==> src/hw/cmpc_defines.svh <==
// Offsets, field positions and reset values for the comparator control block
`ifndef CMPC_DEFINES_SVH
`define CMPC_DEFINES_SVH

`define CMPC_OFS_CTRL_ONE   12'h000
`define CMPC_OFS_CTRL_TWO   12'h004
`define CMPC_CTRL_RESET     32'h0000_0000

`define CMPC_BIT_LOCK       31
`define CMPC_BIT_VALUE      30
`define CMPC_POS_MEXT       25
`define CMPC_BIT_SCALE      23
`define CMPC_BIT_BRIDGE     22
`define CMPC_POS_BLANK      18
`define CMPC_POS_HYST       16
`define CMPC_BIT_POLARITY   15
`define CMPC_BIT_WINDOW     9
`define CMPC_POS_PLUS       7
`define CMPC_POS_MINUS      4
`define CMPC_POS_POWER      2
`define CMPC_BIT_ENABLE     0

// Masks; the write masks give the writable bits; bit 9 only exists in the second register
`define CMPC_MASK_ONE       32'hFEDF_8000
`define CMPC_WMASK_ONE      32'h86DF_81FD
`define CMPC_WMASK_TWO      32'h86DF_83FD

`define CMPC_RESP_OKAY      2'h0
`define CMPC_RESP_SLVERR    2'h2

`endif

==> src/hw/cmpc_pkg.sv <==
// Types shared by the comparator control block
package cmpc_pkg;

  typedef enum logic [1:0] {
    CMPC_PWR_HIGH,
    CMPC_PWR_MEDIUM,
    CMPC_PWR_ULTRA_LOW
  } cmpc_power_e;

  // Decoded analog steering for one comparator core
  typedef struct packed {
    logic        enable;
    logic [2:0]  plus_onehot;
    logic [10:0] minus_onehot;
    logic [1:0]  hysteresis;
    cmpc_power_e power;
    logic        scaler_enable;
    logic        bridge_enable;
  } cmpc_analog_s;

  // Destinations of one comparator output
  typedef struct packed {
    logic pin;
    logic break_input;
    logic break_input_second;
    logic reference_clear;
    logic capture;
    logic event_line;
  } cmpc_route_s;

endpackage

==> src/hw/cmpc_top.sv <==
// Comparator control: registers, input steering, blanking and output routing
//
// Functional notes
// - Plus selector 00, 01, 10 picks first, second, third pin; 11 reserved.
// - Minus codes 000-011 reference fractions, 100/101 converter, 110 pin.
// - Minus code 111 uses extended selector; otherwise extended is ignored.
// - Setting lock makes the whole control register read-only, lock included.
// - Only reset clears the lock; software cannot remove it.
// - Output is comparator after polarity AND NOT selected blanking signal.
// - Blanking source is a timer compare chosen by a register field.
// - Window join ties both plus inputs to the first comparator's pin.
// - Power select 00 high, 01/10 medium, 11 ultra-low power.
// - Polarity and pin output path are combinational, independent of clock.
// - Output drives pin and timer inputs at the same time.
// - Output offered to break, reference-clear and capture inputs.
// - Each comparator output drives its own event controller line.
// - Registers run on the bus clock, sharing reset and enable.
// - Hysteresis is programmable, including a no-hysteresis setting.
// - Polarity bit set inverts the output, clear passes it.
// - Read-only status bit shows the output after polarity.
// - Blanking code 000 off, 001/010 timer compares, others reserved.
//
// Local design decisions: the placing of the registers and the AXI4-Lite register port.
`timescale 1ns/100ps
`include "cmpc_defines.svh"

module cmpc_top (
  input  wire logic                      aclk,
  input  wire logic                      aresetn,
  input  wire logic                      clk_en,
  input  wire logic [11:0]               s_axi_awaddr,
  input  wire logic                      s_axi_awvalid,
  output logic                           s_axi_awready,
  input  wire logic [31:0]               s_axi_wdata,
  input  wire logic [3:0]                s_axi_wstrb,
  input  wire logic                      s_axi_wvalid,
  output logic                           s_axi_wready,
  output logic [1:0]                     s_axi_bresp,
  output logic                           s_axi_bvalid,
  input  wire logic                      s_axi_bready,
  input  wire logic [11:0]               s_axi_araddr,
  input  wire logic                      s_axi_arvalid,
  output logic                           s_axi_arready,
  output logic [31:0]                    s_axi_rdata,
  output logic [1:0]                     s_axi_rresp,
  output logic                           s_axi_rvalid,
  input  wire logic                      s_axi_rready,
  input  wire logic [1:0]                comparator_raw,
  input  wire logic [1:0]                blank_compare_a,
  input  wire logic [1:0]                blank_compare_b,
  output cmpc_pkg::cmpc_analog_s [1:0]   analog_ctrl,
  output cmpc_pkg::cmpc_route_s [1:0]    comparator_route
);
  import cmpc_pkg::*;

  // Control word layout, the same in both registers:
  //   31     lock, set once by software, cleared only by reset
  //   30     output status after polarity, read-only
  //   26:25  extended minus pin, used only under minus code 111
  //   23     reference scaler enable
  //   22     scaler bridge enable
  //   20:18  blanking source
  //   17:16  hysteresis, 00 turns it off
  //   15     polarity
  //   9      window join, second register only
  //   8:7    plus input
  //   6:4    minus input
  //   3:2    power and speed
  //   0      core enable
  // Every other bit reads as zero and ignores writes.
  // Both words reset to all zeros, so the cores start switched off.

  typedef struct packed {
    logic [1:0][31:0] ctrl;
    logic             aw_held;
    logic [11:0]      aw_addr;
    logic             w_held;
    logic [31:0]      w_data;
    logic [3:0]       w_strb;
    logic             bvalid;
    logic [1:0]       bresp;
    logic             rvalid;
    logic [31:0]      rdata;
    logic [1:0]       rresp;
    cmpc_analog_s [1:0] analog;
  } cmpc_state_s;

  cmpc_state_s state_reg;
  cmpc_state_s state_next;
  logic [1:0]  status_value;
  logic [1:0]  final_out;

  // Returns register index 0/1 for a mapped address, 2 for unmapped
  function automatic logic [1:0] cmpc_decode(input logic [11:0] addr);
    case (addr)
      `CMPC_OFS_CTRL_ONE: cmpc_decode = 2'd0;
      `CMPC_OFS_CTRL_TWO: cmpc_decode = 2'd1;
      default:            cmpc_decode = 2'd2;
    endcase
  endfunction

  function automatic cmpc_power_e cmpc_power(input logic [1:0] code);
    case (code)
      2'b00:   cmpc_power = CMPC_PWR_HIGH;
      2'b11:   cmpc_power = CMPC_PWR_ULTRA_LOW;
      default: cmpc_power = CMPC_PWR_MEDIUM;
    endcase
  endfunction

  // Plus steering; reserved code 11 leaves every plus switch open
  function automatic logic [2:0] cmpc_plus(input logic [1:0] code);
    case (code)
      2'b00:   cmpc_plus = 3'b001;
      2'b01:   cmpc_plus = 3'b010;
      2'b10:   cmpc_plus = 3'b100;
      default: cmpc_plus = 3'b000;
    endcase
  endfunction

  // One-hot for the four extended minus pins, bits 7..10
  function automatic logic [10:0] cmpc_ext_pin(input logic [1:0] code);
    case (code)
      2'b00:   cmpc_ext_pin = 11'h080;
      2'b01:   cmpc_ext_pin = 11'h100;
      2'b10:   cmpc_ext_pin = 11'h200;
      default: cmpc_ext_pin = 11'h400;
    endcase
  endfunction

  // Timer compare used as blanking window; reserved codes never blank
  function automatic logic cmpc_blank(input logic [2:0] code,
                                      input logic       cmp_a,
                                      input logic       cmp_b);
    case (code)
      3'b001:  cmpc_blank = cmp_a;
      3'b010:  cmpc_blank = cmp_b;
      default: cmpc_blank = 1'b0;
    endcase
  endfunction

  // Byte lanes and the writable mask together decide which bits move
  function automatic logic [31:0] cmpc_merge(input logic [31:0] old_word,
                                             input logic [31:0] new_word,
                                             input logic [3:0]  strb,
                                             input logic [31:0] wmask);
    logic [31:0] lanes;
    lanes = '0;
    for (int b = 0; b < 4; b++) begin
      lanes[b*8 +: 8] = {8{strb[b]}};
    end
    return (old_word & ~(lanes & wmask)) | (new_word & lanes & wmask);
  endfunction

  // Read view: stored word with the live status in the read-only bit
  function automatic logic [31:0] cmpc_read_word(input logic [31:0] word,
                                                 input logic        value);
    logic [31:0] r;
    r                  = word;
    r[`CMPC_BIT_VALUE] = value;
    return r;
  endfunction

  // Analog steering decode from one control word
  function automatic cmpc_analog_s cmpc_steer(input logic [31:0] c,
                                              input logic        join_plus);
    cmpc_analog_s a;
    logic [1:0]   plus_code;
    logic [2:0]   minus_code;
    logic [1:0]   ext_code;
    a          = '0;
    plus_code  = c[`CMPC_POS_PLUS +: 2];
    minus_code = c[`CMPC_POS_MINUS +: 3];
    ext_code   = c[`CMPC_POS_MEXT +: 2];
    a.enable   = c[`CMPC_BIT_ENABLE];
    a.plus_onehot = cmpc_plus(plus_code);
    // Second core borrows the first core's plus pin, freeing its own
    if (join_plus) begin
      a.plus_onehot = 3'b000;
    end
    // Bits 0..6 fixed sources, 7..10 extended pins
    // The extended code is read only under minus code 111, so a stale
    // extended field never leaks onto the other sources
    case (minus_code)
      3'b000:  a.minus_onehot = 11'h001;   // quarter reference
      3'b001:  a.minus_onehot = 11'h002;   // half reference
      3'b010:  a.minus_onehot = 11'h004;   // three-quarter reference
      3'b011:  a.minus_onehot = 11'h008;   // full reference
      3'b100:  a.minus_onehot = 11'h010;   // converter channel one
      3'b101:  a.minus_onehot = 11'h020;   // converter channel two
      3'b110:  a.minus_onehot = 11'h040;   // dedicated pin
      default: a.minus_onehot = cmpc_ext_pin(ext_code);
    endcase
    a.hysteresis    = c[`CMPC_POS_HYST +: 2];
    a.power         = cmpc_power(c[`CMPC_POS_POWER +: 2]);
    a.scaler_enable = c[`CMPC_BIT_SCALE];
    a.bridge_enable = c[`CMPC_BIT_BRIDGE];
    return a;
  endfunction

  // Output path has no flop so it keeps working with the clock stopped
  genvar gi;
  generate
    for (gi = 0; gi < 2; gi++) begin : g_out
      logic [2:0] blank_code;
      logic       blank_sel;
      assign blank_code = state_reg.ctrl[gi][`CMPC_POS_BLANK +: 3];
      assign blank_sel  = cmpc_blank(blank_code, blank_compare_a[gi],
                                     blank_compare_b[gi]);
      // Status and route bypass every flop: a stopped bus clock must
      // not freeze a protection trip that is already under way
      assign status_value[gi] = comparator_raw[gi]
                                ^ state_reg.ctrl[gi][`CMPC_BIT_POLARITY];
      assign final_out[gi] = status_value[gi] & ~blank_sel;
      // Every destination sees the same level; none shuts out another
      assign comparator_route[gi] = '{
        pin:                final_out[gi],
        break_input:        final_out[gi],
        break_input_second: final_out[gi],
        reference_clear:    final_out[gi],
        capture:            final_out[gi],
        event_line:         final_out[gi]
      };
    end
  endgenerate

  // Analog controls come straight from registered copies
  assign analog_ctrl   = state_reg.analog;
  assign s_axi_awready = ~state_reg.aw_held;
  assign s_axi_wready  = ~state_reg.w_held;
  assign s_axi_bvalid  = state_reg.bvalid;
  assign s_axi_bresp   = state_reg.bresp;
  assign s_axi_arready = ~state_reg.rvalid;
  assign s_axi_rvalid  = state_reg.rvalid;
  assign s_axi_rdata   = state_reg.rdata;
  assign s_axi_rresp   = state_reg.rresp;

  always_comb begin
    logic [1:0]  widx;
    logic [1:0]  ridx;
    logic [31:0] wmask;
    logic [31:0] rword;
    widx       = 2'd0;
    ridx       = 2'd0;
    wmask      = '0;
    rword      = '0;
    state_next = state_reg;

    // Write address and write data are captured independently, in
    // either order. The commit waits until both are held and any
    // earlier response has been taken, so one write is in flight.
    // awready and wready stay low from capture to commit.
    if (s_axi_awvalid && !state_reg.aw_held) begin
      state_next.aw_held = 1'b1;
      state_next.aw_addr = s_axi_awaddr;
    end
    if (s_axi_wvalid && !state_reg.w_held) begin
      state_next.w_held = 1'b1;
      state_next.w_data = s_axi_wdata;
      state_next.w_strb = s_axi_wstrb;
    end

    // Both halves held and no response pending: commit
    if (state_reg.aw_held && state_reg.w_held && !state_reg.bvalid) begin
      widx  = cmpc_decode(state_reg.aw_addr);
      wmask = (widx == 2'd1) ? `CMPC_WMASK_TWO : `CMPC_WMASK_ONE;
      if (widx != 2'd2) begin
        // Locked word keeps every bit; only reset reopens it
        if (!state_reg.ctrl[widx[0]][`CMPC_BIT_LOCK]) begin
          state_next.ctrl[widx[0]] = cmpc_merge(state_reg.ctrl[widx[0]],
                                                state_reg.w_data,
                                                state_reg.w_strb,
                                                wmask);
        end
        state_next.bresp = `CMPC_RESP_OKAY;
      end else begin
        state_next.bresp = `CMPC_RESP_SLVERR;
      end
      state_next.bvalid  = 1'b1;
      state_next.aw_held = 1'b0;
      state_next.w_held  = 1'b0;
    end
    if (state_reg.bvalid && s_axi_bready) begin
      state_next.bvalid = 1'b0;
    end

    // A read is answered one edge after it is taken. The status bit is
    // a snapshot of that edge; it may already differ when rready comes.
    if (s_axi_arvalid && !state_reg.rvalid) begin
      ridx = cmpc_decode(s_axi_araddr);
      if (ridx != 2'd2) begin
        rword = cmpc_read_word(state_reg.ctrl[ridx[0]],
                               status_value[ridx[0]]);
        state_next.rresp = `CMPC_RESP_OKAY;
      end else begin
        state_next.rresp = `CMPC_RESP_SLVERR;
      end
      state_next.rdata  = rword;
      state_next.rvalid = 1'b1;
    end else if (state_reg.rvalid && s_axi_rready) begin
      state_next.rvalid = 1'b0;
    end

    // Decoded from the next word, so the steering flops change on the
    // same edge as the control word and never lag it by a cycle
    state_next.analog[0] = cmpc_steer(state_next.ctrl[0], 1'b0);
    state_next.analog[1] = cmpc_steer(state_next.ctrl[1],
                             state_next.ctrl[1][`CMPC_BIT_WINDOW]);
  end

  // Bus-clock registers, shared reset and enable
  always_ff @(posedge aclk) begin
    if (!aresetn) begin
      // Field by field, so every flop gets exactly one reset value
      state_reg.ctrl[0] <= `CMPC_CTRL_RESET;
      state_reg.ctrl[1] <= `CMPC_CTRL_RESET;
      state_reg.aw_held <= 1'b0;
      state_reg.aw_addr <= 12'h000;
      state_reg.w_held  <= 1'b0;
      state_reg.w_data  <= 32'h0000_0000;
      state_reg.w_strb  <= 4'h0;
      state_reg.bvalid  <= 1'b0;
      state_reg.bresp   <= `CMPC_RESP_OKAY;
      state_reg.rvalid  <= 1'b0;
      state_reg.rdata   <= 32'h0000_0000;
      state_reg.rresp   <= `CMPC_RESP_OKAY;
      state_reg.analog  <= {2{cmpc_steer(`CMPC_CTRL_RESET, 1'b0)}};
    end else if (clk_en) begin
      // Enable low holds the bus and the steering; reset still acts
      state_reg <= state_next;
    end
  end

endmodule

==> config.mk <==
export PLATFORM = sky130hd
export DESIGN_NAME = cmpc_top
export DESIGN_NICKNAME = d
export VERILOG_FILES = /design/src/hw/cmpc_pkg.sv /design/src/hw/cmpc_top.sv
export VERILOG_INCLUDE_DIRS = /design/src /design/src/hw
export SDC_FILE = /design/constraint.sdc
export NUM_CORES = 1
export LEC_CHECK = 0
export BUFFER_PORTS_ARGS = -buffer_cell sky130_fd_sc_hd__buf_2
export CORE_AREA = 2 2 122 124
export DETAILED_ROUTE_END_ITERATION = 10
export DIE_AREA = 0 0 124 126
export GPL_TIMING_DRIVEN = 0
export PLACE_DENSITY_LB_ADDON = 0.25
export SYNTH_ARGS = -nofsm -noshare
export SYNTH_HDL_FRONTEND = slang
export SYNTH_SLANG_ARGS = --single-unit
==> constraint.sdc <==
create_clock -name aclk -period 4.9 [get_ports aclk]
set_input_delay 0.49 -clock aclk [delete_from_list [all_inputs] [get_ports aclk]]
set_output_delay 0.49 -clock aclk [all_outputs]
set_load 0.01 [all_outputs]
==> metrics, run 1 <==
status completed; Detail Route Antenna Nets 0; P&R area growth vs syn 21.0%; Worst path max stage delay 0.49 ns; # H-tree levels 4; CTS resizes 0; crit-path max FO 10; IO Pins 169; Die X 124 µm; crit path cell chain nor3_1, and4_1, buf_6, and2_4, buf_6, mux2_2, ha_1, mux2i_1, nor2_1; GRT Overall Usage 26.8%; WL per Instance 16.9 µm; Switching Share 23.2%; Hold Crit Start s_axi_awaddr[0]; DRC errors left 0; Seq/Total Area, Yosys 43.3%; multi-input logic area 0.00348 mm²; Slew @ Worst Pin 0.775 ns; clock tree buffer depth 2; routability congestion estimate 0.916; # Max-Cap Violations 0; Crit. End Element flip-flop; count of cell types in the netlist 55; Power Internal 0.00237 W; Synth Area in Compound Gates 13.1%; RSZ-0062 raised after global routing no; multiplexer share of the synthesized area 11.3%; FF/Latch Area 0.00336 mm²; die height 126 µm; hpwl dp 15000 µm; FMAX 393 MHz; Final Max Tran Viols 0; reg-to-reg critical path startpoint state_reg[117]; synthesized flop and latch total 168; critical path type flip-flop to flip-flop; Power per Cell Area 328 mW/mm²; synth warn 0; met1 wire length 9060 µm; Synth async-reset ratio 0%; Switch Pwr 0.000717 W; commonest non-fill, non-tap cell in the layout dfxtp_1; Vias 6832; IO Port Bufs 153; slowest CP cell nor3_1; Reg clk slew, reported paths 0.06 ns; CTS tree yes; met2 wire len 9810 µm; worst-skew pair later-pin latency 0.43 ns; crit path from state_reg[117]; Fin Setup TNS 0 ns; ratio of cells with drive above 1 in the final layout 32.9%; Static Leak 4.15 nW; clock power share 46.0%; Synth Instances 880; ys flop type dfxtp_1; Worst EP arrival 2.84 ns; Slew HR 48.3%; vias in the first global route 6306; Congestion Overflow GR 0; nets 1129; largest net degree at the start of global routing 17; CTS Buf Count 17; Rows 44; CP delay by family, top simple AND/OR/NAND/NOR gates; # fillers 1233; fin crit period 2.54 ns; Initial Util 54.3%; largest family of logic cells by synthesized area simple AND/OR/NAND/NOR gates; Root Buffer clkbuf_16; n_diodes 0; top routing layer in use met4; first-pass GRT wire length 32100 µm; cell area after synthesis 0.00777 mm²; routed wire length 21100 µm; Clock Skew 0.00760 ns; Pre-antenna DRT Iters 5; worst hold path type input pin to flip-flop; Comb power frac 8.0%; Iter 0 DRT Violations 617; final worst path period share 51.9%; CP required 5.20 ns; CP startpoint kind flip-flop; die area 0.0156 mm²; xor/xnor share of the synthesized area 0.226%; VDD IR-drop max 0.239 mV; Pwr Total 0.00308 W; antenna violations before repair 0; metal3 WL 1520 µm; adder-cell share of the synthesized area 0.322%; CP bufs+invs 2; Post-CTS Setup Bufs 0; Post-synth EDFFs 0; CTS sink count 168; final setup violation count 0; Largest register FFs 94; Critical Path Most Common Cell buf_6; commonest cells after routing, fill and taps aside dfxtp_1 (168), buf_2 (155), nand2_1 (125), buf_4 (88), a21oi_1 (86); average size of a mapped cell 8.83 µm²; Final Hold Fails 0; Simple-Gate Fraction of Synth Area 19.8%; hold_buf cts 0; Core Region 0.0143 mm²; Reg power frac 45.9%; Via-to-Cell Ratio 5.47
## worst register-to-register path: stages (launching register included)
cell and delay, ns:
dfxtp_1 0.32, nor3_1 0.49, and4_1 0.29, buf_6 0.15
and2_4 0.17, buf_6 0.17, mux2_2 0.37, ha_1 0.29
mux2i_1 0.13, nor2_1 0.05
## power groups by stage
stage | sequential [W] | combinational (W) | clock (W)
CTS | 0.00142 | 0.000244 | 0.00143
global route | 0.00142 | 0.000268 | 0.00149
floorplan | 0.00144 | 0.000151 | 0
finish | 0.00142 | 0.000247 | 0.00142
detailed placement | 0.00145 | 0.000241 | 0
global placement | 0.00144 | 0.000238 | 0
## worst paths after layout
| check | end | slack [ns] | cells after the start |
|---|---|---|---|
| setup / recovery | analog_ctrl[23] | 2.36 | 9 |
| hold / removal | state_reg[117] | 0.29 | 3 |
| setup reg to reg | analog_ctrl[23] | 2.36 | 9 |
| hold reg to reg | s_axi_rdata[1] | 0.45 | 2 |
## through the flow
stage                     cells  worst slack [ns]  hold slack [ns]  area (µm²)  util [%]
after global placement     1218              2.30            0.437        8770      61.2
after global routing       1250              2.21            0.303        9400      65.6
after floorplan             881              2.71            0.424        7770         -
after CTS                  1250              2.40            0.285        9400      65.6
after detailed placement   1218              2.29            0.439        8770      61.2
final                      1250              2.36            0.294        9400      65.6
## cells in the mapped netlist, types with 3 or more instances
cell      count  area (µm²)
buf_6         3        33.8
nand2b_1     11        68.8
o211a_1       5        50.1
o21ai_0      28         140
and2_1       25         156
mux2i_1      27         270
or2_2         5        31.3
clkbuf_1     51         191
nand2_1     125         469
a211oi_1      6        45.0
dfxtp_1     168        3360
a32o_1        6        60.1
a311oi_1      3        26.3
mux2_2       51         574
buf_4        88         661
and3_1        5        31.3
nor4_1        4        25.0
o21a_1        3        22.5
nor2_1       30         113
o31ai_2       4        50.1
o31ai_1       9        67.6
nor2b_1       5        31.3
nand3_1      67         335
o211ai_1      9        67.6
inv_1         6        22.5
a21oi_1      86         430
nand4_1       9        56.3
nand3b_1      6        45.0
## kinds of logic (layout without fill, tap and decap cells)
| family | count (synthesis) | count (layout) |
|---|---|---|
| flops | 168 | 168 |
| buf+inv | 152 | 337 |
| other cells | 1 | 2 |
| mux | 80 | 80 |
| simple gates | 309 | 309 |
| fa+ha+maj | 2 | 2 |
| xor+xnor | 2 | 2 |
| compound gates | 166 | 166 |
## layout make-up
type	count	share of cell area, %
multi-input combinational	561	37.0
timing repair buffer	153	8.15
tap	184	2.45
buffer	145	9.57
clock buffer	20	4.86
sequential	168	35.8
inverter	7	0.280
clock inverter	12	1.85
## layer usage
metal	global-route usage (%)	vias to the layer above
met5	0	-
met4	12.7	0
met3	6.02	49
met2	41.8	313
met1	35.1	3165
li1	-	3305
Note: power is estimated with default switching activity, not from simulation.
==> inputs of run 2 (changes only) <==
==> constraint.sdc (replaced) <==
create_clock -name aclk -period 2.65 [get_ports aclk]
set_input_delay 0.265 -clock aclk [delete_from_list [all_inputs] [get_ports aclk]]
set_output_delay 0.265 -clock aclk [all_outputs]
set_load 0.01 [all_outputs]
==> run 2 against run 1 <==
  * Sequential power increased by 85%
  * Clock-buffer cell count did not move
  * Die area stayed put
  * Core utilization barely moved
  * Via count hardly changed
  * Critical path depth decreased by 1
  * First-iteration DRC count up 7.1%
  * Combinational power increased by 85%
  * Largest power group unchanged
  * Highest routed layer unchanged
==> metrics, run 2 (synthesized netlist as in run 1, its figures left out) <==
Die X 124 µm (unchanged); Vias 6830 (-0.029%); largest net degree at the start of global routing 17 (unchanged); CTS Buf Count 17 (unchanged); WL per Instance 16.8 µm (-0.35%); hold_buf cts 0 (unchanged); nets 1129 (unchanged); # H-tree levels 4 (unchanged); Congestion Overflow GR 0 (unchanged); ratio of cells with drive above 1 in the final layout 33.0% (+0.094 points); Pwr Total 0.00569 W (+85%); Detail Route Antenna Nets 0 (unchanged); CTS sink count 168 (unchanged); IO Pins 169 (unchanged); Static Leak 4.15 nW (about the same); commonest non-fill, non-tap cell in the layout dfxtp_1; placed cells 1218 (unchanged); crit-path max FO 10 (unchanged); DRC errors left 0 (unchanged); Initial Util 54.3% (unchanged); multi-input logic area 0.00349 mm² (+0.14%); IO Port Bufs 153 (unchanged); Iter 0 DRT Violations 661 (+7.1%); FMAX 402 MHz (+2.4%); worst-skew pair later-pin latency 0.43 ns (about the same); Fin Setup TNS 0 ns (unchanged); vias in the first global route 6306 (unchanged); die height 126 µm (unchanged); fin util 65.7% (about the same); Worst EP arrival 2.78 ns (-0.06 ns); antenna violations before repair 0 (unchanged); hpwl dp 15000 µm (unchanged); Final Max Tran Viols 0 (unchanged); Final Hold Fails 0 (unchanged); P&R area growth vs syn 21.1% (about the same); Reg clk slew, reported paths 0.06 ns (about the same); final worst path period share 93.8% (+42 points); critical path type flip-flop to flip-flop; clock tree buffer depth 2 (unchanged); # fillers 1233 (unchanged); FF/Latch Area 0.00336 mm² (unchanged); n_diodes 0 (unchanged); Via-to-Cell Ratio 5.46 (about the same); first-pass GRT wire length 32100 µm (unchanged); Pre-antenna DRT Iters 6 (+1); routed wire length 21000 µm (-0.35%); post-route non-filler standard cell count 1250 (unchanged); Slew HR 48.8% (+0.44 points); VDD IR-drop max 0.440 mV (+84%); RSZ-0062 raised after global routing no; fin crit period 2.49 ns (-0.0590 ns); Clock Skew 0.00831 ns (+0.000718 ns); routability congestion estimate 0.916 (unchanged); CP required 2.95 ns (-2.25 ns); Core Region 0.0143 mm² (unchanged); status completed; die area 0.0156 mm² (unchanged); Root Buffer clkbuf_16; # Max-Cap Violations 0 (unchanged); worst hold path type input pin to flip-flop; Rows 44 (unchanged); Crit. End Element flip-flop; GRT Overall Usage 26.8% (unchanged); final setup violation count 0 (unchanged); commonest cells after routing, fill and taps aside dfxtp_1 (168), buf_2 (155), nand2_1 (125), buf_4 (88), a21oi_1 (86); Largest register FFs 94 (unchanged); Slew @ Worst Pin 0.768 ns (-0.00660 ns); CTS tree yes; CP startpoint kind flip-flop; Power per Cell Area 606 mW/mm² (+85%)
==> run 2: cell counts in the layout (fill, tap and decap cells not counted) <==
Identical to the previous run, type by type.
==> run 2: report_power, final <==
group	switching [W]	internal [W]
logic	0.000282	0.000176
registers	0.0000423	0.00258
clock network	0.000994	0.00162
total	0.00132	0.00438
==> run 2: per-layer routing <==
metal,GRT usage (%),vias up,wire length [µm],share of wire [%]
li1,-,3301,-,-
met1,35.1,3184,9060,43
met2,41.8,296,9790,47
met3,6.02,49,1460,6.9
met4,12.7,0,708,3.4
met5,0,-,0,0
==> run 2: cell type report <==
type	instances	share of cell area, %
plain buffers	145	9.57
clock buffers	20	4.86
clock inverters	12	1.85
inverters	7	0.279
multi-input cells	561	37.1
flip-flops and latches	168	35.8
well taps	184	2.45
repair buffers	153	8.14
==> run 2: timing repair <==
item / CTS / global route
gates resized for setup: 0 / 1
buffers inserted: 0 / 0
endpoints found under the setup margin: 0 / 1
==> run 2: metrics by stage <==
step | setup WS, ns | cell area, µm² | hold slack [ns]
detailed placement | 0.163 | 8770 | 0.439
floorplan | 0.461 | 7770 | 0.401
finish | 0.165 | 9400 | 0.0695
global route | 0.00106 | 9400 | 0.0779
global placement | 0.194 | 8770 | 0.437
CTS | 0.147 | 9400 | 0.0600
==> run 2: worst paths after layout <==
path	depth (start not counted)	end	slack (ns)	from
max	8	analog_ctrl[23]	0.16	state_reg[119]
max reg2reg	8	analog_ctrl[23]	0.16	state_reg[119]
min	3	state_reg[87]	0.07	s_axi_wdata[3]
min reg2reg	2	s_axi_rdata[1]	0.45	s_axi_rdata[1]
==> run 2: worst max-delay path: stages (launching register included) <==
cell	delay (ns)
dfxtp_1	0.45
nor2b_1	0.43
and2_2	0.29
and2_4	0.18
buf_6	0.17
mux2_2	0.37
ha_1	0.29
mux2i_1	0.13
nor2_1	0.05
==> inputs of run 3 (changes only) <==
--- a/config.mk
+++ b/config.mk
@@ -7,9 +7,9 @@
 export NUM_CORES = 1
 export LEC_CHECK = 0
 export BUFFER_PORTS_ARGS = -buffer_cell sky130_fd_sc_hd__buf_2
-export CORE_AREA = 2 2 122 124
+export CORE_AREA = 2 2 170 172
 export DETAILED_ROUTE_END_ITERATION = 10
-export DIE_AREA = 0 0 124 126
+export DIE_AREA = 0 0 172 174
 export GPL_TIMING_DRIVEN = 0
 export PLACE_DENSITY_LB_ADDON = 0.25
 export SYNTH_ARGS = -nofsm -noshare
==> run 3 against run 2 <==
  * Worst hold slack got worse by 0.0017 ns
  * Via count fell by 2.7%
  * Wire length rose by 13%
  * Cell area rose by 2.6%
  * Clock-buffer cell count fell by 2
  * Die area rose by 92%
  * Maximum frequency is 0.16% lower
  * Critical path type unchanged
  * Largest power group is now clock
  * Highest routed layer unchanged
==> metrics, run 3 (synthesized netlist as in run 1, its figures left out) <==
Critical Path Most Common Cell buf_6; Worst path max stage delay 0.40 ns (-0.05 ns); commonest non-fill, non-tap cell in the layout dfxtp_1; P&R area growth vs syn 24.2%; IO Port Bufs 153 (unchanged); WL per Instance 16.4 µm (-2.4%); Vias 6647 (-2.7%); antenna violations before repair 0 (unchanged); crit path cell chain nor4_4, and4_1, buf_6, and2_4, buf_6, mux2_2, ha_1, mux2i_1, nor2_1; Rows 62 (+41%); FMAX 402 MHz (-0.16%); worst hold path type input pin to flip-flop; VDD IR-drop max 0.356 mV (-19%); Largest register FFs 94 (unchanged); Slew @ Worst Pin 0.853 ns (+0.0847 ns); Fin Setup TNS 0 ns (unchanged); CTS resizes 0 (unchanged); CP required 2.95 ns (about the same); Pre-antenna DRT Iters 7 (+1); status completed; IO Pins 169 (unchanged); Detail Route Antenna Nets 0 (unchanged); CTS Buf Count 17 (unchanged); n_diodes 0 (unchanged); GRT Overall Usage 15.9% (-11 points); hold_buf cts 0 (unchanged); # H-tree levels 4 (unchanged); hpwl dp 17700 µm (+17%); final setup violation count 0 (unchanged); fin crit period 2.49 ns (+0.00389 ns); critical path type flip-flop to flip-flop; nets 1129 (unchanged); Initial Util 27.5% (-27 points); CTS tree yes; placed cells 1418 (+16%); Post-CTS Setup Bufs 0 (unchanged); Reg clk slew, reported paths 0.07 ns (about the same); first-pass GRT wire length 36200 µm (+13%); routability congestion estimate 0.808 (-12%); Die X 172 µm (+39%); crit-path max FO 10 (unchanged); Worst EP arrival 2.79 ns (about the same); die height 174 µm (+38%); # Max-Cap Violations 0 (unchanged); CP startpoint kind flip-flop; DRC errors left 0 (unchanged); Static Leak 4.13 nW (-0.47%); post-route non-filler standard cell count 1450 (+16%); Congestion Overflow GR 0 (unchanged); Power per Cell Area 595 mW/mm² (-1.7%); slowest CP cell nor4_4; Via-to-Cell Ratio 4.58 (-16%); Clock Skew 0.0125 ns (+0.00415 ns); CTS sink count 168 (unchanged); final worst path period share 93.9% (+0.15 points); Final Hold Fails 0 (unchanged); routed wire length 23800 µm (+13%); commonest cells after routing, fill and taps aside dfxtp_1 (168), buf_2 (155), nand2_1 (125), buf_4 (88), a21oi_1 (86); R2R Setup Slk 0.16 ns (about the same); Slew HR 43.1% (-5.6 points); vias in the first global route 6423 (+1.9%); clock tree buffer depth 2 (unchanged); Root Buffer clkbuf_16; RSZ-0062 raised after global routing no; ratio of cells with drive above 1 in the final layout 33.2% (+0.19 points); Core Region 0.0282 mm² (+97%); die area 0.0299 mm² (+92%); largest net degree at the start of global routing 17 (unchanged); Final Max Tran Viols 0 (unchanged); worst-skew pair later-pin latency 0.43 ns (about the same); Crit. End Element flip-flop; Iter 0 DRT Violations 377 (-43%)
==> run 3: cell types whose count changed in the layout (fill, tap and decap cells not counted), sizes merged <==
cell,delta
inv,+6
clkinv,-7
clkbuf,-2
clkinvlp,+4
bufinv,-1
==> run 3: per-layer routing <==
metal	track usage [%]	share of wire, %	up-vias
li1	-	-	3301
met1	21.1	45	3128
met2	25.7	47	202
met3	3.71	6.6	16
met4	4.59	1.4	0
met5	0	0	-
==> run 3: where the power goes <==
group / switching, W / internal (W) / total (W)
Combinational: 0.000288 / 0.000176 / 0.000465
Clock: 0.00112 / 0.00153 / 0.00266
Sequential: 0.0000444 / 0.00257 / 0.00262
==> run 3: worst paths after layout <==
path                                 startpoint         endpoint  cells past startpoint
worst max register to register   state_reg[124]  analog_ctrl[23]                      9
worst min-delay path            s_axi_awaddr[5]   state_reg[122]                      3
worst max-delay path             state_reg[124]  analog_ctrl[23]                      9
worst min register to register  s_axi_rdata[22]  s_axi_rdata[22]                      2
==> run 3: layout make-up <==
type | count | area [µm²]
plain buffers | 145 | 900
clock buffers | 18 | 439
clock inverters | 14 | 185
fillers | 3047 | 18600
inverters | 7 | 26.3
multi-input cells | 561 | 3490
flip-flops and latches | 168 | 3360
well taps | 384 | 480
repair buffers | 153 | 766
==> run 3: critical path: cells and delay by family (launching register included) <==
kind	cells	cell delay [ns]
fa+ha+maj	1	0.29
simple gates	4	0.89
buf+inv	2	0.32
mux	2	0.51
flops	1	0.33
==> run 3: through the flow <==
step / total power, W / util (%) / hold slack, ns / instance area, µm² / worst slack (ns)
2_1_floorplan: 0.00294 / - / 0.401 / 7770 / 0.461
3_3_place_gp: 0.00314 / 31.9 / 0.436 / 9020 / 0.0977
3_5_place_dp: 0.00314 / 31.9 / 0.438 / 9020 / 0.0912
4_1_cts: 0.00579 / 34.1 / 0.0533 / 9640 / 0.0668
5_1_grt: 0.00595 / 34.2 / 0.0526 / 9650 / 0.0869
6_report: 0.00574 / 34.2 / 0.0678 / 9650 / 0.161
